--- config.mk ---
export PLATFORM = sky130hd
export DESIGN_NAME = acs_calibration_sequencer
export DESIGN_NICKNAME = d
export VERILOG_FILES = /design/src/logic/acs_pkg.sv /design/src/logic/acs_step_if.sv /design/src/logic/acs_calibration_sequencer.sv /design/src/logic/acs_step_timer.sv /design/src/logic/acs_offset_engine.sv
export SDC_FILE = /design/constraint.sdc
export NUM_CORES = 1
export LEC_CHECK = 0
export ABC_AREA = 1
export ABC_CLOCK_PERIOD_IN_PS = 6200
export BUFFER_PORTS_ARGS = -buffer_cell sky130_fd_sc_hd__buf_2
export CAP_MARGIN = 15
export CORE_MARGIN = 5
export CORE_UTILIZATION = 62
export DETAILED_ROUTE_END_ITERATION = 12
export HOLD_SLACK_MARGIN = 0.12
export PLACE_DENSITY_LB_ADDON = 0.05
export RECOVER_POWER = 25
export SYNTH_ARGS = -nofsm -noshare
export SYNTH_HDL_FRONTEND = slang
export SYNTH_HIERARCHICAL = 1
export SYNTH_SLANG_ARGS = --single-unit
--- constraint.sdc ---
create_clock -name clk -period 6.2 [get_ports clk]
set_clock_uncertainty 0.05 [all_clocks]
set_input_delay 0.31 -clock clk [delete_from_list [all_inputs] [get_ports clk]]
set_output_delay 0.31 -clock clk [all_outputs]
set_load 0.05 [all_outputs]
--- src/logic/acs_pkg.sv ---
// acs_pkg: constants, register map and types of the calibration sequencer
// assumes one 25 MHz clock and a plain strobe register port
package acs_pkg;
  localparam int ADDR_W = 8;
  localparam int DATA_W = 32;
  localparam int SAMPLE_W = 12;
  localparam int DLY_W = 16;
  localparam int CTRL_W = 7;
  localparam int IRQ_W = 3;

  // ********************
  // register offsets
  // ********************
  localparam logic [ADDR_W-1:0] A_CTRL = 8'h00;
  localparam logic [ADDR_W-1:0] A_SOFT_TRIG = 8'h04;
  localparam logic [ADDR_W-1:0] A_SLEEP_DLY = 8'h08;
  localparam logic [ADDR_W-1:0] A_WAKE_DLY = 8'h0c;
  localparam logic [ADDR_W-1:0] A_STATUS = 8'h10;
  localparam logic [ADDR_W-1:0] A_IRQ_STATUS = 8'h14;
  localparam logic [ADDR_W-1:0] A_IRQ_CLEAR = 8'h18;
  localparam logic [ADDR_W-1:0] A_IRQ_ENABLE = 8'h1c;
  localparam logic [ADDR_W-1:0] A_OFFSET_TRIM = 8'h20;

  // ********************
  // control bit positions
  // ********************
  localparam int C_BG_EN = 0;      // background_cal_enable
  localparam int C_PIN_SEL = 1;    // pin_trigger_select
  localparam int C_LOW_POWER_BG_ENABLE = 2;      // low_power_bg_enable
  localparam int C_MANUAL = 3;     // manual_swap_select
  localparam int C_FG_OS = 4;      // fg_offset_cal_enable
  localparam int C_BG_OS = 5;      // bg_offset_cal_enable
  localparam int C_CAL_EN = 6;     // calibration enable

  // interrupt bit positions
  localparam int I_FOREGROUND_COMPLETE_FLAG = 0;
  localparam int I_SWAP = 1;
  localparam int I_OFFSET = 2;

  // ********************
  // reset values
  // ********************
  localparam logic [CTRL_W-1:0] CTRL_RST = 7'h00;
  localparam logic [DLY_W-1:0] SLEEP_DLY_RST = 16'h0100;
  localparam logic [DLY_W-1:0] WAKE_DLY_RST = 16'h0040;
  localparam logic [SAMPLE_W-1:0] TRIM_RST = 12'h000;
  localparam logic [SAMPLE_W-1:0] MID_CODE = 12'h000;

  // ********************
  // timing
  // ********************
  localparam int CLK_PERIOD_NS = 40;
  localparam int CORE_CAL_TIME_NS = 40000;
  localparam int CORE_CAL_CYCLES = (CORE_CAL_TIME_NS + CLK_PERIOD_NS - 1) / CLK_PERIOD_NS;
  localparam int OFFSET_AVG_LOG2 = 6;

  typedef enum logic [2:0] {
    S_IDLE, S_FG_CAL, S_FG_OFS, S_BG_SLEEP, S_BG_WAKE, S_BG_CAL, S_BG_OFS
  } acs_state_t;

  // one-hot mask of a core index 0..2
  function automatic logic [2:0] acs_onehot(input logic [1:0] idx);
    acs_onehot = 3'h1 << idx;
  endfunction : acs_onehot
endpackage : acs_pkg

--- src/logic/acs_step_if.sv ---
// acs_step_if: start/done handshake of one calibration step
// assumes both ends share clk
`timescale 1ns/1ns
interface acs_step_if #(parameter int W = 16);
  logic start;
  logic [W-1:0] length;
  logic done;
  logic signed [11:0] result;
  modport ctrl (output start, output length, input done, input result);
  modport step (input start, input length, output done, output result);
endinterface : acs_step_if

--- src/logic/acs_calibration_sequencer.sv ---
// acs_calibration_sequencer: foreground/background calibration control of three converter cores
// assumes a 25 MHz clock, synchronous reset and a strobe register port
// Overview of operation
// - background mode calibrates the spare, swaps it in, then calibrates the removed core
// - with low-power background on, off-line cores stay powered down until woken for calibration
// - low-power, automatic swapping: spare sleeps for the programmed sleep delay
// - a woken core waits the programmed wake delay before calibration
// - manual swap select makes low-power wake-up wait for the chosen trigger
// - foreground offset enable runs input offset calibration once per foreground run
// - background offset enable repeats offset calibration on every background pass
// - offset calibration owns the trim register; software writes are dropped while either offset enable bit is set
// - foreground calibration takes cores offline and outputs mid-code
// - foreground starts on pin or software trigger, chosen by the pin select bit
//
// Implementation choices: strobed register access and the register addresses.
`timescale 1ns/1ns
module acs_calibration_sequencer #(
  parameter int CAL_CYCLES = acs_pkg::CORE_CAL_CYCLES,
  parameter int AVG_LOG2 = acs_pkg::OFFSET_AVG_LOG2
) (
  input logic clk,
  input logic reset,
  input logic [acs_pkg::ADDR_W-1:0] reg_addr,
  input logic [acs_pkg::DATA_W-1:0] reg_wdata,
  input logic reg_write,
  input logic reg_read,
  output logic [acs_pkg::DATA_W-1:0] reg_rdata,
  input logic calibration_trigger_pin,
  input logic [acs_pkg::SAMPLE_W-1:0] sample_in,
  output logic [acs_pkg::SAMPLE_W-1:0] sample_out,
  output logic [2:0] core_online,
  output logic [2:0] core_powered,
  output logic [2:0] core_cal_active,
  output logic [1:0] spare_core,
  output logic [acs_pkg::SAMPLE_W-1:0] input_offset_trim,
  output logic fg_cal_busy,
  output logic irq
);
  import acs_pkg::*;

  localparam logic [DLY_W-1:0] CAL_LEN = DLY_W'(CAL_CYCLES);

  // ********************
  // state
  // ********************
  typedef struct packed {
    acs_state_t state;
    logic [CTRL_W-1:0] ctrl;
    logic soft_trig;
    logic soft_prev;
    logic [DLY_W-1:0] sleep_dly;
    logic [DLY_W-1:0] wake_dly;
    logic [IRQ_W-1:0] irq_status;
    logic [IRQ_W-1:0] irq_enable;
    logic [SAMPLE_W-1:0] trim;
    logic foreground_complete_flag;
    logic [1:0] spare;
    logic [1:0] slot0;
    logic [1:0] slot1;
    logic victim;
    logic [2:0] powered;
    logic pin_s1;
    logic pin_s2;
    logic pin_s3;
    logic tmr_start;
    logic [DLY_W-1:0] tmr_len;
    logic ofs_start;
    logic [DATA_W-1:0] rdata;
    logic [SAMPLE_W-1:0] sample_out;
  } acs_top_t;

  localparam acs_top_t TOP_RST = '{
    state: S_FG_CAL, ctrl: CTRL_RST, soft_trig: 1'b0, soft_prev: 1'b0,
    sleep_dly: SLEEP_DLY_RST, wake_dly: WAKE_DLY_RST, irq_status: '0, irq_enable: '0,
    trim: TRIM_RST, foreground_complete_flag: 1'b0, spare: 2'h2, slot0: 2'h0, slot1: 2'h1, victim: 1'b0,
    powered: 3'h3, pin_s1: 1'b0, pin_s2: 1'b0, pin_s3: 1'b0, tmr_start: 1'b1,
    tmr_len: CAL_LEN, ofs_start: 1'b0, rdata: '0, sample_out: MID_CODE
  };

  acs_top_t r_reg, r_next;

  acs_step_if #(.W(DLY_W)) tmr_if ();
  acs_step_if #(.W(DLY_W)) ofs_if ();

  // ********************
  // step engines
  // ********************
  assign tmr_if.start = r_reg.tmr_start;
  assign tmr_if.length = r_reg.tmr_len;
  assign ofs_if.start = r_reg.ofs_start;
  assign ofs_if.length = '0;

  acs_step_timer u_timer (
    .clk(clk),
    .reset(reset),
    .st(tmr_if.step)
  );

  acs_offset_engine #(.AVG_LOG2(AVG_LOG2)) u_offset (
    .clk(clk),
    .reset(reset),
    .sample_in(sample_in),
    .st(ofs_if.step)
  );

  // ********************
  // decoded controls
  // ********************
  logic bg_on;
  logic ofs_in_use;
  logic trig_evt;
  logic fg_state;
  assign bg_on = r_reg.ctrl[C_BG_EN] & r_reg.ctrl[C_CAL_EN];
  assign ofs_in_use = r_reg.ctrl[C_FG_OS] | r_reg.ctrl[C_BG_OS];
  // trigger source chosen by pin select; pin edge read after the second sync stage
  assign trig_evt = r_reg.ctrl[C_PIN_SEL] ? (r_reg.pin_s2 & ~r_reg.pin_s3)
                                          : (r_reg.soft_trig & ~r_reg.soft_prev);
  assign fg_state = (r_reg.state == S_FG_CAL) || (r_reg.state == S_FG_OFS);

  // ********************
  // next state
  // ********************
  always_comb begin
    logic [IRQ_W-1:0] ev;
    logic [IRQ_W-1:0] clr;
    logic do_swap;
    logic enter_bg;
    ev = '0;
    clr = '0;
    do_swap = 1'b0;
    enter_bg = 1'b0;
    r_next = r_reg;
    r_next.pin_s1 = calibration_trigger_pin;
    r_next.pin_s2 = r_reg.pin_s1;
    r_next.pin_s3 = r_reg.pin_s2;
    r_next.soft_prev = r_reg.soft_trig;
    r_next.tmr_start = 1'b0;
    r_next.ofs_start = 1'b0;

    // register writes
    if (reg_write) begin
      case (reg_addr)
        A_CTRL: r_next.ctrl = reg_wdata[CTRL_W-1:0];
        A_SOFT_TRIG: r_next.soft_trig = reg_wdata[0];
        A_SLEEP_DLY: r_next.sleep_dly = reg_wdata[DLY_W-1:0];
        A_WAKE_DLY: r_next.wake_dly = reg_wdata[DLY_W-1:0];
        A_IRQ_CLEAR: clr = reg_wdata[IRQ_W-1:0];
        A_IRQ_ENABLE: r_next.irq_enable = reg_wdata[IRQ_W-1:0];
        A_OFFSET_TRIM: begin
          if (!ofs_in_use) begin
            r_next.trim = reg_wdata[SAMPLE_W-1:0];
          end
        end
        default: ;
      endcase
    end

    // sequencer
    case (r_reg.state)
      S_IDLE: begin
        if (bg_on) begin
          enter_bg = 1'b1;
        end else if (r_reg.ctrl[C_CAL_EN] && trig_evt) begin
          r_next.state = S_FG_CAL;
          r_next.foreground_complete_flag = 1'b0;
          r_next.tmr_start = 1'b1;
          r_next.tmr_len = CAL_LEN;
        end
      end
      S_FG_CAL: begin
        if (tmr_if.done) begin
          if (r_reg.ctrl[C_FG_OS]) begin
            r_next.state = S_FG_OFS;
            r_next.ofs_start = 1'b1;
          end else begin
            r_next.state = S_IDLE;
            r_next.foreground_complete_flag = 1'b1;
            ev[I_FOREGROUND_COMPLETE_FLAG] = 1'b1;
          end
        end
      end
      S_FG_OFS: begin
        if (ofs_if.done) begin
          r_next.trim = ofs_if.result;
          r_next.state = S_IDLE;
          r_next.foreground_complete_flag = 1'b1;
          ev[I_FOREGROUND_COMPLETE_FLAG] = 1'b1;
          ev[I_OFFSET] = 1'b1;
        end
      end
      S_BG_SLEEP: begin
        if (!bg_on) begin
          r_next.state = S_IDLE;
        end else if (r_reg.ctrl[C_MANUAL] ? trig_evt : tmr_if.done) begin
          r_next.state = S_BG_WAKE;
          r_next.powered = r_reg.powered | acs_onehot(r_reg.spare);
          r_next.tmr_start = 1'b1;
          r_next.tmr_len = r_reg.wake_dly;
        end
      end
      S_BG_WAKE: begin
        if (tmr_if.done) begin
          r_next.state = S_BG_CAL;
          r_next.tmr_start = 1'b1;
          r_next.tmr_len = CAL_LEN;
        end
      end
      S_BG_CAL: begin
        if (tmr_if.done) begin
          if (r_reg.ctrl[C_BG_OS]) begin
            r_next.state = S_BG_OFS;
            r_next.ofs_start = 1'b1;
          end else begin
            do_swap = 1'b1;
          end
        end
      end
      S_BG_OFS: begin
        if (ofs_if.done) begin
          r_next.trim = ofs_if.result;
          ev[I_OFFSET] = 1'b1;
          do_swap = 1'b1;
        end
      end
      default: r_next.state = S_IDLE;
    endcase

    // calibrated spare takes the place of the next active core in turn
    if (do_swap) begin
      if (r_reg.victim) begin
        r_next.slot1 = r_reg.spare;
        r_next.spare = r_reg.slot1;
      end else begin
        r_next.slot0 = r_reg.spare;
        r_next.spare = r_reg.slot0;
      end
      r_next.victim = ~r_reg.victim;
      ev[I_SWAP] = 1'b1;
      enter_bg = 1'b1;
    end

    // start the next background pass, or drop back to idle
    if (enter_bg) begin
      if (!bg_on) begin
        r_next.state = S_IDLE;
        r_next.powered = acs_onehot(r_next.slot0) | acs_onehot(r_next.slot1);
      end else if (r_reg.ctrl[C_LOW_POWER_BG_ENABLE]) begin
        r_next.state = S_BG_SLEEP;
        r_next.powered = acs_onehot(r_next.slot0) | acs_onehot(r_next.slot1);
        r_next.tmr_start = ~r_reg.ctrl[C_MANUAL];
        r_next.tmr_len = r_reg.sleep_dly;
      end else begin
        r_next.state = S_BG_CAL;
        r_next.powered = 3'h7;
        r_next.tmr_start = 1'b1;
        r_next.tmr_len = CAL_LEN;
      end
    end

    // sticky events, a new event wins over its clear
    r_next.irq_status = (r_reg.irq_status & ~clr) | ev;

    // read data stands one cycle after the read strobe
    r_next.rdata = '0;
    if (reg_read) begin
      case (reg_addr)
        A_CTRL: r_next.rdata = DATA_W'(r_reg.ctrl);
        A_SOFT_TRIG: r_next.rdata = DATA_W'(r_reg.soft_trig);
        A_SLEEP_DLY: r_next.rdata = DATA_W'(r_reg.sleep_dly);
        A_WAKE_DLY: r_next.rdata = DATA_W'(r_reg.wake_dly);
        A_STATUS: r_next.rdata = DATA_W'({r_reg.powered, core_online, r_reg.spare,
                                          (r_reg.state != S_IDLE) && !fg_state, fg_state, r_reg.foreground_complete_flag});
        A_IRQ_STATUS: r_next.rdata = DATA_W'(r_reg.irq_status);
        A_IRQ_ENABLE: r_next.rdata = DATA_W'(r_reg.irq_enable);
        A_OFFSET_TRIM: r_next.rdata = DATA_W'(r_reg.trim);
        default: r_next.rdata = '0;
      endcase
    end

    // output data held at mid-code during foreground calibration
    r_next.sample_out = fg_state ? MID_CODE : sample_in;
  end

  always_ff @(posedge clk) begin
    if (reset) begin
      r_reg <= TOP_RST;
    end else begin
      r_reg <= r_next;
    end
  end

  // ********************
  // outputs
  // ********************
  assign reg_rdata = r_reg.rdata;
  assign sample_out = r_reg.sample_out;
  assign core_online = fg_state ? 3'h0 : (acs_onehot(r_reg.slot0) | acs_onehot(r_reg.slot1));
  assign core_powered = r_reg.powered;
  assign core_cal_active = fg_state ? (acs_onehot(r_reg.slot0) | acs_onehot(r_reg.slot1)) :
                           ((r_reg.state == S_BG_CAL) || (r_reg.state == S_BG_OFS)) ? acs_onehot(r_reg.spare) : 3'h0;
  assign spare_core = r_reg.spare;
  assign input_offset_trim = r_reg.trim;
  assign fg_cal_busy = fg_state;
  assign irq = |(r_reg.irq_status & r_reg.irq_enable);
endmodule : acs_calibration_sequencer

--- src/logic/acs_step_timer.sv ---
// acs_step_timer: counts a loaded number of cycles, then one done pulse
// assumes start is a one-cycle pulse; a new start restarts the count
`timescale 1ns/1ns
module acs_step_timer (
  input logic clk,
  input logic reset,
  acs_step_if.step st
);
  import acs_pkg::*;
  typedef struct packed {
    logic busy;
    logic done;
    logic [DLY_W-1:0] cnt;
  } acs_tmr_t;
  acs_tmr_t r_reg, r_next;

  // load, count down, pulse done on the last cycle
  always_comb begin
    r_next = r_reg;
    r_next.done = 1'b0;
    if (st.start) begin
      r_next.busy = 1'b1;
      r_next.cnt = (st.length == '0) ? DLY_W'(1) : st.length;
    end else if (r_reg.busy) begin
      if (r_reg.cnt == DLY_W'(1)) begin
        r_next.busy = 1'b0;
        r_next.done = 1'b1;
      end else begin
        r_next.cnt = r_reg.cnt - DLY_W'(1);
      end
    end
  end

  always_ff @(posedge clk) begin
    if (reset) begin
      r_reg <= '0;
    end else begin
      r_reg <= r_next;
    end
  end

  assign st.done = r_reg.done;
  assign st.result = '0;
endmodule : acs_step_timer

--- src/logic/acs_offset_engine.sv ---
// acs_offset_engine: averages input samples and yields the offset trim
// assumes input is muted near DC while it runs
`timescale 1ns/1ns
module acs_offset_engine #(
  parameter int AVG_LOG2 = 6
) (
  input logic clk,
  input logic reset,
  input logic [acs_pkg::SAMPLE_W-1:0] sample_in,
  acs_step_if.step st
);
  import acs_pkg::*;
  localparam int ACC_W = SAMPLE_W + AVG_LOG2;
  typedef struct packed {
    logic busy;
    logic done;
    logic [AVG_LOG2:0] cnt;
    logic signed [ACC_W-1:0] acc;
    logic signed [SAMPLE_W-1:0] trim;
  } acs_ofs_t;
  acs_ofs_t r_reg, r_next;

  // accumulate 2^AVG_LOG2 samples, trim is the negated mean
  always_comb begin
    r_next = r_reg;
    r_next.done = 1'b0;
    if (st.start) begin
      r_next.busy = 1'b1;
      r_next.cnt = '0;
      r_next.acc = '0;
    end else if (r_reg.busy) begin
      r_next.acc = r_reg.acc + ACC_W'(signed'(sample_in));
      r_next.cnt = r_reg.cnt + 1'b1;
      if (r_reg.cnt == (AVG_LOG2 + 1)'((1 << AVG_LOG2) - 1)) begin
        r_next.busy = 1'b0;
        r_next.done = 1'b1;
        r_next.trim = -SAMPLE_W'(r_next.acc >>> AVG_LOG2);
      end
    end
  end

  always_ff @(posedge clk) begin
    if (reset) begin
      r_reg <= '0;
    end else begin
      r_reg <= r_next;
    end
  end

  assign st.done = r_reg.done;
  assign st.result = r_reg.trim;
endmodule : acs_offset_engine

[Word-level counts from Yosys, hierarchy flattened]
Index checks and enable logic that the tools add are counted.
Storage, ports and cells
  register bits after elaboration: 195
  input bits: 57
  output and inout bits: 69
  word-level logic and storage cells: 200
Cells by class
  add/subtract/negate cells: 4
  equal/unequal tests: 31
  shift-type cells: 5
  mux-type cells: 79
  bitwise logic cells: 19
  reduce and logical (&&, ||, !) cells: 31
Operators with widths (number)
  $mux W17: 8
  $pmux W16 S8: 1
  $mux W3: 23
  $mux W12: 5
  $pmux W17 S3: 1
  $mux W16: 3
  $mux W39: 1
  $eq A8 B5 Y1 const B: 4
  $pmux W12 S2: 1
  $mux W1: 22
  $pmux W3 S7: 1
  $add A18 B12 Y18: 1
  $mux W18: 1
  $eq A16 B1 Y1 const B: 1
  $eq A8 B4 Y1 const B: 2
  $logic_not A16 Y1: 1
  $sub A16 B1 Y16 const B: 1
  $shl A1 B2 Y3 const A: 5
  $mux W13: 1
  $mux W2: 6
  $neg A12 Y12: 1
  $or A3 B3 Y3: 4
  $reduce_and A2 Y1: 6
  $ne A2 B2 Y1 const B: 5
  32 further kinds: 64

[Longest topological paths before layout]
  word-level depth: 9
  depth in mapped cells: 17
  gate-level depth less buffers: 17

[By module]
The synthesis kept the hierarchy.
Modules (own cells, without submodules)
  acs_calibration_sequencer: times used 1, cells each 849, area each 5967.0 µm², sequential area each 2442.3 µm²
  acs_offset_engine: times used 1, cells each 476, area each 3113.0 µm², sequential area each 780.7 µm²
  acs_step_timer: times used 1, cells each 254, area each 1453.9 µm², sequential area each 360.3 µm²

[Least setup slack after synthesis]
OpenSTA, ideal clock, no wires.
  kind: register to output
  from: register r_reg[136] (netlist bit)
  to: output core_cal_active[0]
  arrival: 2414 ps
  data required time: 5840 ps
  setup slack: 3426 ps
  cell stages (with the launch flop): 7
  path buffers: 0
  cells stage by stage: dfxtp_1 > inv_2 > nor2_1 > nand2_1 > nand2_1 > inv_1 > o21ai_0
Between the ends
  elaborated cells on any way between the ends: 8
  classes of those cells: eq/ne (4); mux (2); reduce/logical (2)
RTL lines
  from (decl): line acs_calibration_sequencer.sv:80  | acs_top_t r_reg, r_next;
  from (signal assigned): line acs_calibration_sequencer.sv:288  | r_reg <= r_next;
  $eq A3 B1 Y1 / $eq A3 B2 Y1 (equally long branches): line acs_calibration_sequencer.sv:118  | assign fg_state = (r_reg.state == S_FG_CAL) || (r_reg.state == S_FG_OFS);
  $logic_or A1 B1 Y1 *: line acs_calibration_sequencer.sv:118
  net fg_cal_busy: line acs_calibration_sequencer.sv:36  | output logic fg_cal_busy,
  $mux W3 *: line acs_calibration_sequencer.sv:299  | assign core_cal_active = fg_state ? (acs_onehot(r_reg.slot0) | acs_onehot(r_reg.slot1)) :
  to (decl): line acs_calibration_sequencer.sv:33  | output logic [2:0] core_cal_active,
The timed path passes the listed nets; every way through them passes the cells marked *.

[Worst setup path after layout]
  from: input reset
  to: register r_reg (netlist bit sample_out[7])
Between the ends
  word-level cells in the longest chain between the ends: 1
Ends and longest elaborated chain
  from (decl): line acs_calibration_sequencer.sv:22  | input logic reset,
  $reduce_or A2 Y1 (no source line)
Every way passes these cells.
A chain may end at the register's enable or synchronous reset.

==> impl_metrics.ini <==
[run_status]
status = finished with violations
violations = capacitance limit, slew limit

[drt]
drc_errors = 0
dr.pass1.iters = 6
via_per_inst = 5.44
ant_nets = 0
drtIter0Drc = 1034
finalWirelength_um = 28000
vias = 9996
wl_per_cell_um = 15.2

[floorplanning]
start_util_pct = 63.2
dieArea_um2 = 19500
ios = 126
die-height_um = 140
die_w_um = 140
core_um2 = 16500
fp-row-count = 47

[min_path]
min-delay-start = reg_wdata[10]
hold_class = in2reg

[final_layout]
final_nets = 1683
largest_reg_flops = 56
finish.utilization_pct = 68.2
ff_latch_area_um2 = 3580
stdcell_area_um2 = 11300
layout.cells.non_filler = 1837
diodes = 0
multi_input_area_um2 = 5300
fillerInstances = 1544
drive_gt1_share_pct = 11.4
area_growth_pct = 7.98

[sta]
max_slew_margin_pct = -50.6
tns_ns = 0
drv_slew = 95
setup_violations = 0
fmax_ghz = 0.250
rsz0062_at_grt = no
hold_violations = 0
min_period_over_period_pct = 64.6
tightest_slew_ns = 2.26
min_period_ns = 4.01

[grt]
grt_pass1_wl_um = 45000
grt_max_degree = 53
grt_usage_pct = 28.0
overflow = 0
grt_pass1_vias = 8971
antenna_found_initial = 0

[worst_setup_path]
critical_path.slowest_cell = clkbuf_1
crit_required_ns = 6.49
crit_start = reset
r2r_setup_slack_ns = 3.59
cp-start-kind = input port
cp-end-kind = flip-flop
cp.buffers_inverters = 4
cp.arrival_ns = 4.29
critical-path-max-stage-delay_ns = 1.64
critical_path.top_delay_family = buffers and inverters
crit_path_frequent_cell = clkbuf_1
r2r_start = u_offset/r_reg[12]
worstSetupPathType = in2reg
crit_fanout = 52
crit_chain = buf_2 -> clkbuf_1 -> inv_1 -> clkbuf_1 -> nand2_1 -> nor2_1

[logic_synthesis]
synth.avg_cell_area_um2 = 6.67
netlist_instances = 1566
syn_area_um2 = 10400
yosys_warnings = 6

[clock_network]
numCtsBuffers = 17
cts.repair.resized = 0
htree_levels = 4
clk_latency_ns = 0.44
clk_path_buf_depth = 2
tritoncts = yes
cts_sinks = 179
cts_root_buffer = clkbuf_16
clk_pin_slew_ns = 0.08

[power_and_ir_drop]
power_mw = 2.82
power_leakage_nw = 5.54
p_seq_share_pct = 42.7
ir_drop_mv = 0.283
swShare_pct = 33.5
p_int_mw = 1.88
p_per_area_nw_per_um2 = 250
comb_power_share_pct = 18.0
power_frac_clock_pct = 39.3
p_switching_mw = 0.944

[placed_design]
dp.cells = 1783
routabilityCongestion = 0.934
io_buffers = 93
dpl_cell_area_um2 = 10500
dpl.hpwl_um = 20300

[flow_run]
maxCapViolCount = 2
## layout make-up
cell class	count	area share, %
multi-input cells	1060	47.0
flip-flops and latches	179	31.8
inverters	228	7.60
repair buffers	118	5.80
clock buffers	17	3.77
well taps	220	2.44
clock inverters	15	1.62
## final timing paths
kind                            cells after the start                     end
worst max-delay path                                6           sample_out[7]
worst max register to register                     17  u_offset/st.result[10]
worst min-delay path                                3              r_reg[104]
worst min register to register                      2              r_next[62]
## power by group through the flow
stage / clock (mW) / combinational [mW] / sequential [mW]
floorplan: 0 / 0.409 / 1.22
global route: 1.18 / 0.554 / 1.21
finish: 1.11 / 0.508 / 1.20
global placement: 0 / 0.488 / 1.23
CTS: 1.12 / 0.507 / 1.20
detailed placement: 0 / 0.494 / 1.23
## cells in the final DEF, fill, tap and decap left out, types with 3 or more instances in the layout
cell type and n:
a211oi_1 4, a21oi_1 95, a22oi_1 12, a31oi_1 7, and2_1 4, buf_2 55
clkbuf_1 40, clkbuf_16 17, clkinv_2 3, clkinv_8 4, conb_1 16, dfxtp_1 179
dlygate4sd3_1 21, ha_1 21, inv_1 209, inv_2 18, inv_6 4, inv_8 3
nand2_1 376, nand2_2 27, nand2_4 5, nand3_1 73, nand3_2 7, nand3_4 3
nand3b_1 4, nand4_1 13, nor2_1 174, nor2_2 14, nor2_4 11, nor3_1 10
o211ai_1 19, o21a_1 7, o21ai_0 106, o21ai_1 6, o21bai_1 8, o22ai_1 8
o31ai_1 4, xnor2_1 3, xor2_1 5
## metrics by stage
stage	setup slack [ns]	hold slack [ns]
final	2.19	0.149
after global routing	2.06	0.130
after CTS	3.36	0.127
after detailed placement	3.36	0.350
after global placement	3.44	0.341
after floorplan	3.43	0.329
## worst min-delay path, cell delays in order
cell	delay [ns]
buf_2	0.15
nor2_1	0.06
nor2_1	0.08
## per-layer routing
layer | GRT usage (%) | vias to the layer above | share of wire [%]
li1 | - | 4987 | -
met1 | 38.3 | 4561 | 44
met2 | 45.7 | 398 | 47
met3 | 4.08 | 50 | 7.1
met4 | 8.92 | 0 | 2.4
met5 | 0 | - | 0
## what timing repair did
item,CTS,global route
buffers inserted,0,0
hold buffers,21,0
setup endpoints to repair,0,0
endpoints found under the hold margin,30,0
Note: power is estimated with default switching activity, not from simulation.
